[src/hdl/dpis_consts.vh]
`ifndef DPIS_CONSTS_VH
`define DPIS_CONSTS_VH
// Purpose: shared constants of the dram power-up init and mode block
// Assumes: core clock i_mclk at 40 MHz (25 ns)
// Notes: times kept in their own unit, cycle counts derived from them
`define DPIS_CLK_PS 25000
`define DPIS_INIT_WAIT_US 500
`define DPIS_INIT_WAIT_CYC ((`DPIS_INIT_WAIT_US * 1000000) / `DPIS_CLK_PS)
`define DPIS_DLL_LOCK_CYC 512
`define DPIS_CMD_NOP 4'h7
`define DPIS_CMD_MRS 4'h0
`define DPIS_CMD_LONG_IMPEDANCE_CAL_CMD 4'h6
`define DPIS_CMD_DES 4'h8
`define DPIS_MR0_DLL_RST_BIT 8
`define DPIS_MR1_DLL_DIS_BIT 0
`define DPIS_MR_WIDTH 16
`define DPIS_ST_RESET 3'h0
`define DPIS_ST_INIT 3'h1
`define DPIS_ST_WAIT_CKE 3'h2
`define DPIS_ST_ACTIVE 3'h3
`endif

[src/hdl/dpis_mode_regs.v]
// Purpose: four mode registers written by mode register write commands
// Assumes: write strobe from the same clock domain
// Notes: read data registered; contents undefined until first write
module dpis_mode_regs (
  input wire i_mclk,
  input wire i_rst,
  input wire i_wr,
  input wire [1:0] i_sel,
  input wire [15:0] i_data,
  input wire i_dll_rst_done,
  input wire [1:0] i_rd_sel,
  output reg [15:0] o_rd_data
);
`include "dpis_consts.vh"
  reg [15:0] mem [0:3];
  always @(posedge i_mclk) begin
    if (i_wr) begin
      mem[i_sel] <= i_data;
    end else if (i_dll_rst_done) begin
      mem[2'h0][`DPIS_MR0_DLL_RST_BIT] <= 1'b0;
    end
  end
  always @(posedge i_mclk or posedge i_rst) begin
    if (i_rst) begin
      o_rd_data <= 16'h0000;
    end else begin
      o_rd_data <= mem[i_rd_sel];
    end
  end
endmodule

[src/hdl/dpis_init_seq.v]
// Purpose: device-side power-up and reset init tracker for a ddr3l dram
// Assumes: command, cke, termination pins arrive from the controller's domain
// Notes: only device obligations are enforced; the rest is observed
`include "dpis_consts.vh"
module dpis_init_seq #(
  parameter INIT_WAIT_CYC = `DPIS_INIT_WAIT_CYC
) (
  input wire i_mclk,
  input wire i_rst,
  input wire i_reset_n,
  input wire i_cke,
  input wire i_cs_n,
  input wire i_ras_n,
  input wire i_cas_n,
  input wire i_we_n,
  input wire [2:0] i_bank,
  input wire [15:0] i_addr,
  input wire i_termination_control_input,
  input wire [1:0] i_mr_rd_sel,
  output reg o_term_enable,
  output reg o_init_done,
  output reg o_dll_locked,
  output reg o_seq_error,
  output reg [2:0] o_state,
  output wire [15:0] o_mr_rd_data
);
  localparam ST_RESET = 3'h0;
  localparam ST_INIT = 3'h1;
  localparam ST_WAIT_CKE = 3'h2;
  localparam ST_MR = 3'h3;
  localparam ST_CAL = 3'h4;
  localparam ST_READY = 3'h5;

  // two-flop synchronisers for all pins; first stage feeds only the second
  reg [25:0] sync1;
  reg [25:0] sync2;
  always @(posedge i_mclk or posedge i_rst) begin
    if (i_rst) begin
      sync1 <= 26'h0000000;
      sync2 <= 26'h0000000;
    end else begin
      sync1 <= {i_termination_control_input, i_addr, i_bank, i_we_n, i_cas_n,
                i_ras_n, i_cs_n, i_cke, i_reset_n};
      sync2 <= sync1;
    end
  end
  wire s_reset_n = sync2[0];
  wire s_cke = sync2[1];
  // command code is {cs_n, ras_n, cas_n, we_n}, the order of the header codes
  wire [3:0] s_cmd = {sync2[2], sync2[3], sync2[4], sync2[5]};
  wire [2:0] s_bank = sync2[8:6];
  wire [15:0] s_addr = sync2[24:9];
  wire [15:0] s_addr_full = s_addr;
  wire s_cmd_idle = s_cmd[3] | (s_cmd == `DPIS_CMD_NOP);
  wire s_mrs = ~s_cmd[3] & (s_cmd == `DPIS_CMD_MRS) & s_cke;
  wire s_long_impedance_cal_cmd = ~s_cmd[3] & (s_cmd == `DPIS_CMD_LONG_IMPEDANCE_CAL_CMD) & s_addr_full[10] & s_cke;

  reg [2:0] state;
  reg [2:0] next_state;
  reg [31:0] cnt;
  reg [1:0] mr_step;
  reg dll_pend;
  reg [9:0] dll_cnt;
  reg mr_wr;
  reg [1:0] mr_sel;
  reg [15:0] mr_data;
  reg dll_rst_done;

  // expected bank code per step: register 2, 3, 1, 0
  function [1:0] exp_sel;
    input [1:0] step;
    begin
      case (step)
        2'h0: exp_sel = 2'h2;
        2'h1: exp_sel = 2'h3;
        2'h2: exp_sel = 2'h1;
        default: exp_sel = 2'h0;
      endcase
    end
  endfunction

  always @* begin
    next_state = state;
    case (state)
      ST_RESET: if (s_reset_n) next_state = ST_INIT;
      ST_INIT: if (cnt == 32'h00000000) next_state = ST_WAIT_CKE;
      ST_WAIT_CKE: if (s_cke) next_state = ST_MR;
      ST_MR: if (s_mrs && mr_step == 2'h3) next_state = ST_CAL;
      ST_CAL: if (s_long_impedance_cal_cmd) next_state = ST_READY;
      ST_READY: next_state = ST_READY;
      default: next_state = ST_RESET;
    endcase
    // warm or cold reset restarts the whole sequence
    if (!s_reset_n) next_state = ST_RESET;
  end

  always @(posedge i_mclk or posedge i_rst) begin
    if (i_rst) begin
      state <= ST_RESET;
      cnt <= 32'h00000000;
      mr_step <= 2'h0;
      dll_pend <= 1'b0;
      dll_cnt <= 10'h000;
      mr_wr <= 1'b0;
      mr_sel <= 2'h0;
      mr_data <= 16'h0000;
      dll_rst_done <= 1'b0;
      o_term_enable <= 1'b0;
      o_init_done <= 1'b0;
      o_dll_locked <= 1'b0;
      o_seq_error <= 1'b0;
      o_state <= ST_RESET;
    end else begin
      state <= next_state;
      o_state <= next_state;
      mr_wr <= 1'b0;
      dll_rst_done <= 1'b0;
      if (state == ST_RESET) begin
        cnt <= INIT_WAIT_CYC - 1;
      end else if (state == ST_INIT && cnt != 32'h00000000) begin
        cnt <= cnt - 32'h00000001;
      end
      // termination held off until clock enable registered after reset
      o_term_enable <= (next_state == ST_MR || next_state == ST_CAL ||
                        next_state == ST_READY) && sync2[25];
      if (s_mrs && state >= ST_MR) begin
        // mode writes only touch mode storage, never the array
        mr_wr <= 1'b1;
        mr_sel <= s_bank[1:0];
        mr_data <= s_addr;
        if (state == ST_MR) begin
          if (s_bank[1:0] != exp_sel(mr_step) || s_bank[2]) o_seq_error <= 1'b1;
          mr_step <= mr_step + 2'h1;
        end
        if (s_bank[1:0] == 2'h0 && s_addr[`DPIS_MR0_DLL_RST_BIT]) begin
          dll_pend <= 1'b1;
          dll_cnt <= 10'h000;
          o_dll_locked <= 1'b0;
        end
      end else if (dll_pend) begin
        if (dll_cnt == `DPIS_DLL_LOCK_CYC - 1) begin
          dll_pend <= 1'b0;
          dll_rst_done <= 1'b1;
          o_dll_locked <= 1'b1;
        end else begin
          dll_cnt <= dll_cnt + 10'h001;
        end
      end
      // state reached ready only after calibration; done waits for dll lock
      o_init_done <= (next_state == ST_READY) && !dll_pend &&
                     (o_dll_locked || dll_rst_done);
      if (next_state == ST_RESET) begin
        mr_step <= 2'h0;
        o_init_done <= 1'b0;
        o_dll_locked <= 1'b0;
        dll_pend <= 1'b0;
        o_term_enable <= 1'b0;
        o_seq_error <= 1'b0;
      end
      if (state == ST_CAL && !s_cmd_idle && !s_long_impedance_cal_cmd) o_seq_error <= 1'b1;
    end
  end

  // contents left undefined after reset until written
  dpis_mode_regs u_mode_regs (
    .i_mclk(i_mclk),
    .i_rst(i_rst),
    .i_wr(mr_wr),
    .i_sel(mr_sel),
    .i_data(mr_data),
    .i_dll_rst_done(dll_rst_done),
    .i_rd_sel(i_mr_rd_sel),
    .o_rd_data(o_mr_rd_data)
  );
endmodule

[config.mk]
export PLATFORM = sky130hd
export DESIGN_NAME = dpis_init_seq
export DESIGN_NICKNAME = d
export VERILOG_FILES = /design/src/hdl/dpis_mode_regs.v /design/src/hdl/dpis_init_seq.v
export VERILOG_INCLUDE_DIRS = /design/src /design/src/hdl
export SDC_FILE = /design/constraint.sdc
export NUM_CORES = 1
export LEC_CHECK = 0
export BUFFER_PORTS_ARGS = -buffer_cell sky130_fd_sc_hd__clkbuf_2
export CAP_MARGIN = 20
export CORE_ASPECT_RATIO = 0.6
export CORE_MARGIN = 5
export CORE_UTILIZATION = 25
export CTS_CLUSTER_SIZE = 8
export DETAILED_ROUTE_END_ITERATION = 6
export GPL_ROUTABILITY_DRIVEN = 1
export GPL_TIMING_DRIVEN = 0
export PLACE_DENSITY_LB_ADDON = 0.1
export SLEW_MARGIN = 20
export SYNTH_ARGS = -nofsm -noshare
export SYNTH_HDL_FRONTEND = slang
export SYNTH_SLANG_ARGS = --single-unit
[constraint.sdc]
create_clock -name i_mclk -period 8.85 [get_ports i_mclk]
set_clock_uncertainty 0.2 [all_clocks]
set_input_delay 0.4425 -clock i_mclk [delete_from_list [all_inputs] [get_ports i_mclk]]
set_output_delay 0.4425 -clock i_mclk [all_outputs]
set_load 0.02 [all_outputs]
==> flow_metrics.py, run 1 <==
metrics = {
    "clock_network": {
        "htree_levels": 1,
        "clk_pin_slew_ps": 50,
        "cts_buffer_depth": 3,
        "holdBufCountCts": 27,
        "cts_resized": 0,
        "post-cts-setup-buffers": 0,
        "clock_latency_ps": 550,
        "cts_tree": "done",
        "numCtsBuffers": 29,
        "clock-sinks": 204,
        "clock-root-buffer": "clkbuf_16",
    },
    "routing": {
        "antenna_left": 0,
        "drtPass1Iterations": 4,
        "drtIter0Drc": 262,
        "drc": 0,
        "viasPerCell": 4.419,
        "routed-via-count": 4993,
        "routed_wirelength_um": 18710,
        "detail_route.wl_per_cell_um": 16.56,
    },
    "synthesis": {
        "yosysWarnings": 0,
        "synth-edff-count": 64,
        "synth_seq_cells": 204,
        "synth_cell_types": 63,
        "avgSynthCellArea_sq_um": 13.45,
        "async_reset_ff_frac": 0.6863,
        "ys.flop_type": "dfrtp_1",
        "syn_area_sq_mm": 0.007921,
        "synthCells": 589,
        "yosysSeqAreaShare": 0.6849,
        "syn_nets": 624,
    },
    "grt": {
        "overflow": 0,
        "grt_max_degree": 102,
        "grt_pass1_wl_um": 29780,
        "grt_pass1_vias": 5253,
        "antenna_found_initial": 1,
        "grt_usage": 0.1070,
    },
    "die": {
        "core_area_sq_mm": 0.03122,
        "dieHeight_um": 147.9,
        "die-area_sq_mm": 0.03546,
        "die_w_um": 239.8,
        "num_rows": 50,
        "ios": 53,
        "start_util": 0.2537,
    },
    "worst_setup_path": {
        "cp.required_ps": 9060,
        "critPathMaxFanout": 9,
        "start_kind": "register",
        "worstPathArrival_ps": 3240,
        "end_kind": "register",
        "slowest_stage": "or4b_1",
        "crit_chain": "inv_1 > ha_1 > nor4b_1 > nand4_1 > or4b_1 > xor2_1 > nor2_1",
        "cpPeakStageDelay_ps": 700,
        "path_class": "register to register",
    },
    "timing": {
        "finalMaxSlewViolations": 0,
        "period_minus_slack_ps": 3028,
        "fmax_ghz": 0.3303,
        "worst_slew_pin_slew_ps": 1096,
        "timing.final.crit_share": 0.3421,
        "setup_tns_ps": 0,
        "max_slew_margin": 0.2591,
        "finalSetupViolCount": 0,
        "hold_viol": 0,
        "rsz0062_at_grt": "no",
    },
    "final_layout": {
        "fin_area_sq_mm": 0.009826,
        "nets": 736,
        "drive_gt1_frac": 0.1823,
        "final_cells": 1130,
        "area_delta_synth_final_pct": 24.04,
    },
    "pwr": {
        "irDropWorstVdd_mv": 0.1350,
        "power_density_mw_per_mm2": 206.6,
        "leakage_nw": 3.776,
    },
    "place": {
        "dp_hpwl_um": 12780,
        "placed_area_sq_mm": 0.008768,
        "io_buffers": 50,
        "gp_congestion": 0.7569,
        "dp_cells": 1059,
    },
    "outcome": {
        "outcome": "completed",
    },
    "run": {
        "max_cap_violations": 0,
    },
    "hold_path": {
        "hold_class": "register to register",
    },
}
-- cell usage in the layout, fill, tap and decap left out, types with 5 or more instances in the layout --
cell type and instances:
or4_1 6, clkbuf_2 50, nand3_1 15, or2_2 5
and2_1 17, xor2_1 9, nand4_1 12, nor2_1 40
edfxtp_1 64, inv_1 13, o21ai_0 10, xnor2_1 6
o31ai_1 6, ha_1 5, clkbuf_1 30, a21oi_1 22
nand2b_1 5, nor4b_1 5, dlygate4sd3_1 27, and3_1 8
mux4_2 16, mux2i_1 7, nand2_1 80, nor3_1 10
clkbuf_16 29, dfrtp_1 140
-- path summary, 6_finish.rpt --
path	from	endpoint	slack, ps	cells past startpoint
worst max-delay path	cnt[0]	cnt[28]	5820	7
max in group asynchronous	i_rst	sync1[0]	7340	4
min in group asynchronous	i_rst	u_mode_regs.o_rd_data[13]	250	3
worst max register to register	cnt[0]	cnt[28]	5820	7
worst min register to register	sync1[0]	sync2[0]	140	0
worst min-delay path	sync1[0]	sync2[0]	140	0
-- Yosys cell counts, types with 6 or more instances --
library cell | n | area share
xor2_1 | 9 | 0.010
and2_1 | 17 | 0.013
or4_1 | 6 | 0.0057
xnor2_1 | 6 | 0.0066
mux4_2 | 16 | 0.045
o31ai_1 | 6 | 0.0057
clkbuf_1 | 18 | 0.0085
nand3_1 | 15 | 0.0095
dfrtp_1 | 140 | 0.44
o21ai_0 | 10 | 0.0063
nor2_1 | 43 | 0.020
edfxtp_1 | 64 | 0.24
nor3_1 | 10 | 0.0063
a21oi_1 | 22 | 0.014
nand4_1 | 12 | 0.0095
mux2i_1 | 7 | 0.0088
inv_1 | 14 | 0.0066
nand2_1 | 80 | 0.038
and3_1 | 8 | 0.0063
-- power breakdown --
group          internal [W]  switching [W]
registers          0.000985     0.00000826
logic             0.0000243      0.0000384
clock network      0.000591       0.000383
total               0.00160       0.000430
-- critical path: cells and delay by family, from the launching register on --
kind	cells	cell delay [ps]
AND/OR/NAND/NOR	4	1750
flip-flops	1	430
adder cells (fa/ha/maj)	1	300
XOR/XNOR	1	150
buffers and inverters	1	80
-- state kept, by name (all words and copies together) (netlist names), 3 cells and up --
| register | count |
|---|---|
| sync2 | 26 |
| cnt | 32 |
| dll_cnt | 10 |
| mr_data | 16 |
| sync1 | 26 |
| u_mode_regs.mem | 64 |
| state | 3 |
| u_mode_regs.o_rd_data | 16 |
-- metrics by stage --
| stage | setup WS [ps] | utilization | total power [W] | hold WS [ps] |
|---|---|---|---|---|
| finish | 5823 | 0.3147 | 0.002030 | 138.2 |
| global route | 5536 | 0.3147 | 0.002124 | 143.2 |
| CTS | 5817 | 0.3147 | 0.002071 | 139.5 |
| detailed placement | 5811 | 0.2809 | 0.001065 | 134.7 |
| global placement | 2471 | 0.2784 | 0.001063 | 136.4 |
| floorplan | 4455 | - | 0.001038 | 131.2 |
-- logic make-up after synthesis --
logic type | share of synthesized area
compound gates | 0.05481
xor+xnor | 0.01659
fa+ha+maj | 0.007898
buf+inv | 0.01816
flops | 0.6849
mux | 0.05576
simple gates | 0.1619
-- layer usage --
layer	up-vias	wire, um	GRT usage	share of wire
met4	0	381	0.02965	0.020
li1	2361	-	-	-
met1	2513	9245	0.1535	0.49
met3	33	911	0.02927	0.049
met2	86	8172	0.1599	0.44
met5	-	0	0	0
-- cell type report --
| type | count | area (sq um) |
|---|---|---|
| fillers | 3075 | 21390 |
| flip-flops and latches | 204 | 5425 |
| multi-input cells | 349 | 2360 |
| clock buffers | 41 | 770.7 |
| repair buffers | 81 | 581.8 |
| well taps | 416 | 520.5 |
| plain buffers | 21 | 87.58 |
| inverters | 15 | 63.81 |
| clock inverters | 2 | 13.76 |
| diodes | 1 | 2.502 |
(Power assumes the default switching activity.)
==> inputs of run 2 (changes only) <==
- ABC_AREA: not set -> 1
- clock period: 8.85 -> 2.45 ns (I/O delays scaled with it)
==> flow_metrics.py, run 2 <==
metrics = {
    "worst_setup_path": {
        "r2r-start": "cnt[0]",
        "rr_worst_depth": 12,
        "reg2reg_to": "cnt[3]",
        "cp.required_ps": 2670,
        "end_kind": "register",
        "start_kind": "register",
        "r2r_slack_ps": 190,
        "critPathLaunch": "cnt[0]",
        "path_class": "register to register",
        "crit_path_end": "cnt[3]",
        "critPathMaxFanout": 10,
        "worstPathArrival_ps": 2480,
    },
    "grt": {
        "antenna_found_initial": 0,
        "grt_pass1_wl_um": 35280,
        "use_met1": 0.2033,
        "grt_usage": 0.1233,
        "busiest_layer": "met1",
        "overflow": 0,
        "grt_max_degree": 32,
        "grt_use_met3": 0.02840,
        "grt_pass1_vias": 5766,
        "grt_util_met2": 0.1578,
    },
    "routing": {
        "drtIter0Drc": 405,
        "routed_wirelength_um": 22590,
        "detail_route.wl_per_cell_um": 16.22,
        "antenna_left": 0,
        "routed-via-count": 5945,
        "drc": 0,
        "drtPass1Iterations": 5,
        "viasPerCell": 4.268,
    },
    "pwr": {
        "combPwrFrac": 0.054,
        "power_density_mw_per_mm2": 721.9,
        "irDropWorstVdd_mv": 0.5040,
        "pwr-share-seq": 0.475,
        "power.switching_w": 0.001741,
        "intPower_w": 0.005865,
        "clkPwrFrac": 0.471,
        "leakage_nw": 4.160,
        "swShare": 0.2289,
    },
    "final_layout": {
        "layout_common_cells": "dfrtp_1 (140), nor2_1 (124), nand2_1 (109), inv_1 (76), o21ai_0 (75)",
        "area_delta_synth_final_pct": 26.57,
        "num-fill-cells": 3418,
        "final_cells": 1393,
        "multi_input_area_sq_mm": 0.002536,
        "reg.largest.list": "u_mode_regs.mem: 64 flops, cnt: 32 flops",
        "drive_gt1_frac": 0.1495,
        "antenna_cells": 0,
        "largest_reg_flops": 64,
        "fin_util": 0.3225,
        "regArea_sq_mm": 0.005425,
        "fin_area_sq_mm": 0.01054,
        "largest-register": "u_mode_regs.mem",
        "layout_commonest_cell": "dfrtp_1",
        "nets": 965,
    },
    "clock_network": {
        "htree_levels": 1,
        "clock-sinks": 204,
        "clk_pin_slew_ps": 50,
        "cts_buffer_depth": 3,
        "clock_latency_ps": 540,
        "numCtsBuffers": 29,
        "clock-root-buffer": "clkbuf_16",
        "cts_tree": "done",
    },
    "die": {
        "num_rows": 51,
        "start_util": 0.2548,
        "core_area_sq_mm": 0.03267,
        "dieHeight_um": 151.4,
        "ios": 53,
        "die-area_sq_mm": 0.03717,
        "die_w_um": 245.6,
    },
    "place": {
        "io_buffers": 52,
        "dp_hpwl_um": 16040,
        "placed_area_sq_mm": 0.009315,
        "gp_congestion": 0.8451,
        "post-place-ws_ps": -289.2,
        "dp_cells": 1308,
    },
    "synthesis": {
        "yosysSeqAreaShare": 0.6516,
        "syn_nets": 832,
        "synth_top_area_share": 0.4208,
        "synth_seq_cells": 204,
        "yosysWarnings": 0,
        "ys.flop_type": "dfrtp_1",
        "synth-edff-count": 64,
        "syn_area_sq_mm": 0.008325,
        "synth_top_cell_by_area": "dfrtp_1",
        "async_reset_ff_frac": 0.6863,
        "avgSynthCellArea_sq_um": 10.45,
        "yosys-top-cells-count": "dfrtp_1 (140), nor2_1 (126), nand2_1 (109), inv_1 (79), o21ai_0 (75)",
        "synth_cell_types": 38,
        "yosysMostFrequentCell": "dfrtp_1",
        "synthCells": 797,
        "synth_area_leaders": "dfrtp_1 (42%), edfxtp_1 (23%), nor2_1 (5.7%)",
    },
    "timing": {
        "worst_slew_pin_slew_ps": 696.6,
        "hold_ws_ps": 27.53,
        "period_minus_slack_ps": 2261,
        "timing.final.crit_share": 0.9230,
        "fmax_ghz": 0.4422,
        "finalMaxSlewViolations": 0,
        "rsz0062_at_grt": "no",
        "finalSetupViolCount": 0,
        "fin_ws_ps": 188.6,
        "hold_viol": 0,
        "max_slew_margin": 0.5331,
    },
    "hold_path": {
        "hold_class": "input pin to register",
        "hold_depth": 2,
    },
    "run": {
        "max_cap_violations": 0,
    },
    "outcome": {
        "outcome": "completed",
    },
}
==> run 2: layout make-up <==
class | instances | area share
Sequential cell | 204 | 0.5148
Multi-Input combinational cell | 490 | 0.2407
Timing Repair Buffer | 102 | 0.07599
Clock buffer | 42 | 0.07350
Tap cell | 450 | 0.05343
Inverter | 80 | 0.02921
Buffer | 23 | 0.01104
Clock inverter | 2 | 0.001306
==> run 2: metal layers <==
metal / up-vias / share of wire
met5: - / 0
met4: 0 / 0.021
met3: 34 / 0.059
met2: 137 / 0.37
met1: 2844 / 0.55
li1: 2930 / -
==> run 2: worst max-delay path, stage by stage, from the launching register on <==
cell and delay, ps:
dfrtp_1 410, inv_2 170, ha_4 200, nand2_4 90, nor2_8 170, nand2_2 80, o21ai_4 220, nand2_2 90
buf_6 170, nand2_1 130, nor2_1 50, nor2_1 90, nand2_1 60
==> run 2: stage by stage <==
| step | power (W) | TNS [ps] |
|---|---|---|
| after floorplan | 0.003864 | 0 |
| after global routing | 0.007949 | 0 |
| after detailed placement | 0.004035 | -6088 |
| final | 0.007607 | 0 |
| after CTS | 0.007742 | 0 |
| after global placement | 0.004020 | -158650 |
==> run 2: how the worst min path moves through the flow <==
stage	from	to	slack (ps)
3_3_place_gp	i_cke	sync1[1]	30
6_report	i_cke	sync1[1]	30
5_1_grt	i_cke	sync1[1]	8
4_1_cts	i_cke	sync1[1]	0.2
3_5_place_dp	i_rst	sync1[1]	-0.2
2_1_floorplan	i_reset_n	sync1[0]	-50
==> run 2: timing repair <==
item                       4_1_cts  5_1_grt
pin swaps                        0        1
gates cloned                     0        0
setup endpoints to repair       37       66
hold endpoints to repair       112        0
gates resized for setup          4        6
setup buffers                    0        3
hold buffers                    38        0
==> run 2: kinds of logic (layout without fill, tap and decap cells) <==
| logic type | after synthesis | count (layout) | share of synthesized area |
|---|---|---|---|
| buf+inv | 103 | 249 | 0.04974 |
| compound gates | 135 | 135 | 0.09273 |
| simple gates | 328 | 328 | 0.1752 |
| flops | 204 | 204 | 0.6516 |
| fa+ha+maj | 5 | 5 | 0.007514 |
| xor+xnor | 22 | 22 | 0.02314 |
==> run 2: power by group through the flow <==
stage,Combinational (W),Clock (W),Sequential (W)
3_3_place_gp,0.000340,0,0.00368
2_1_floorplan,0.000186,0,0.00368
3_5_place_dp,0.000360,0,0.00368
6_report,0.000408,0.00358,0.00361
5_1_grt,0.000458,0.00387,0.00362
4_1_cts,0.000408,0.00372,0.00362
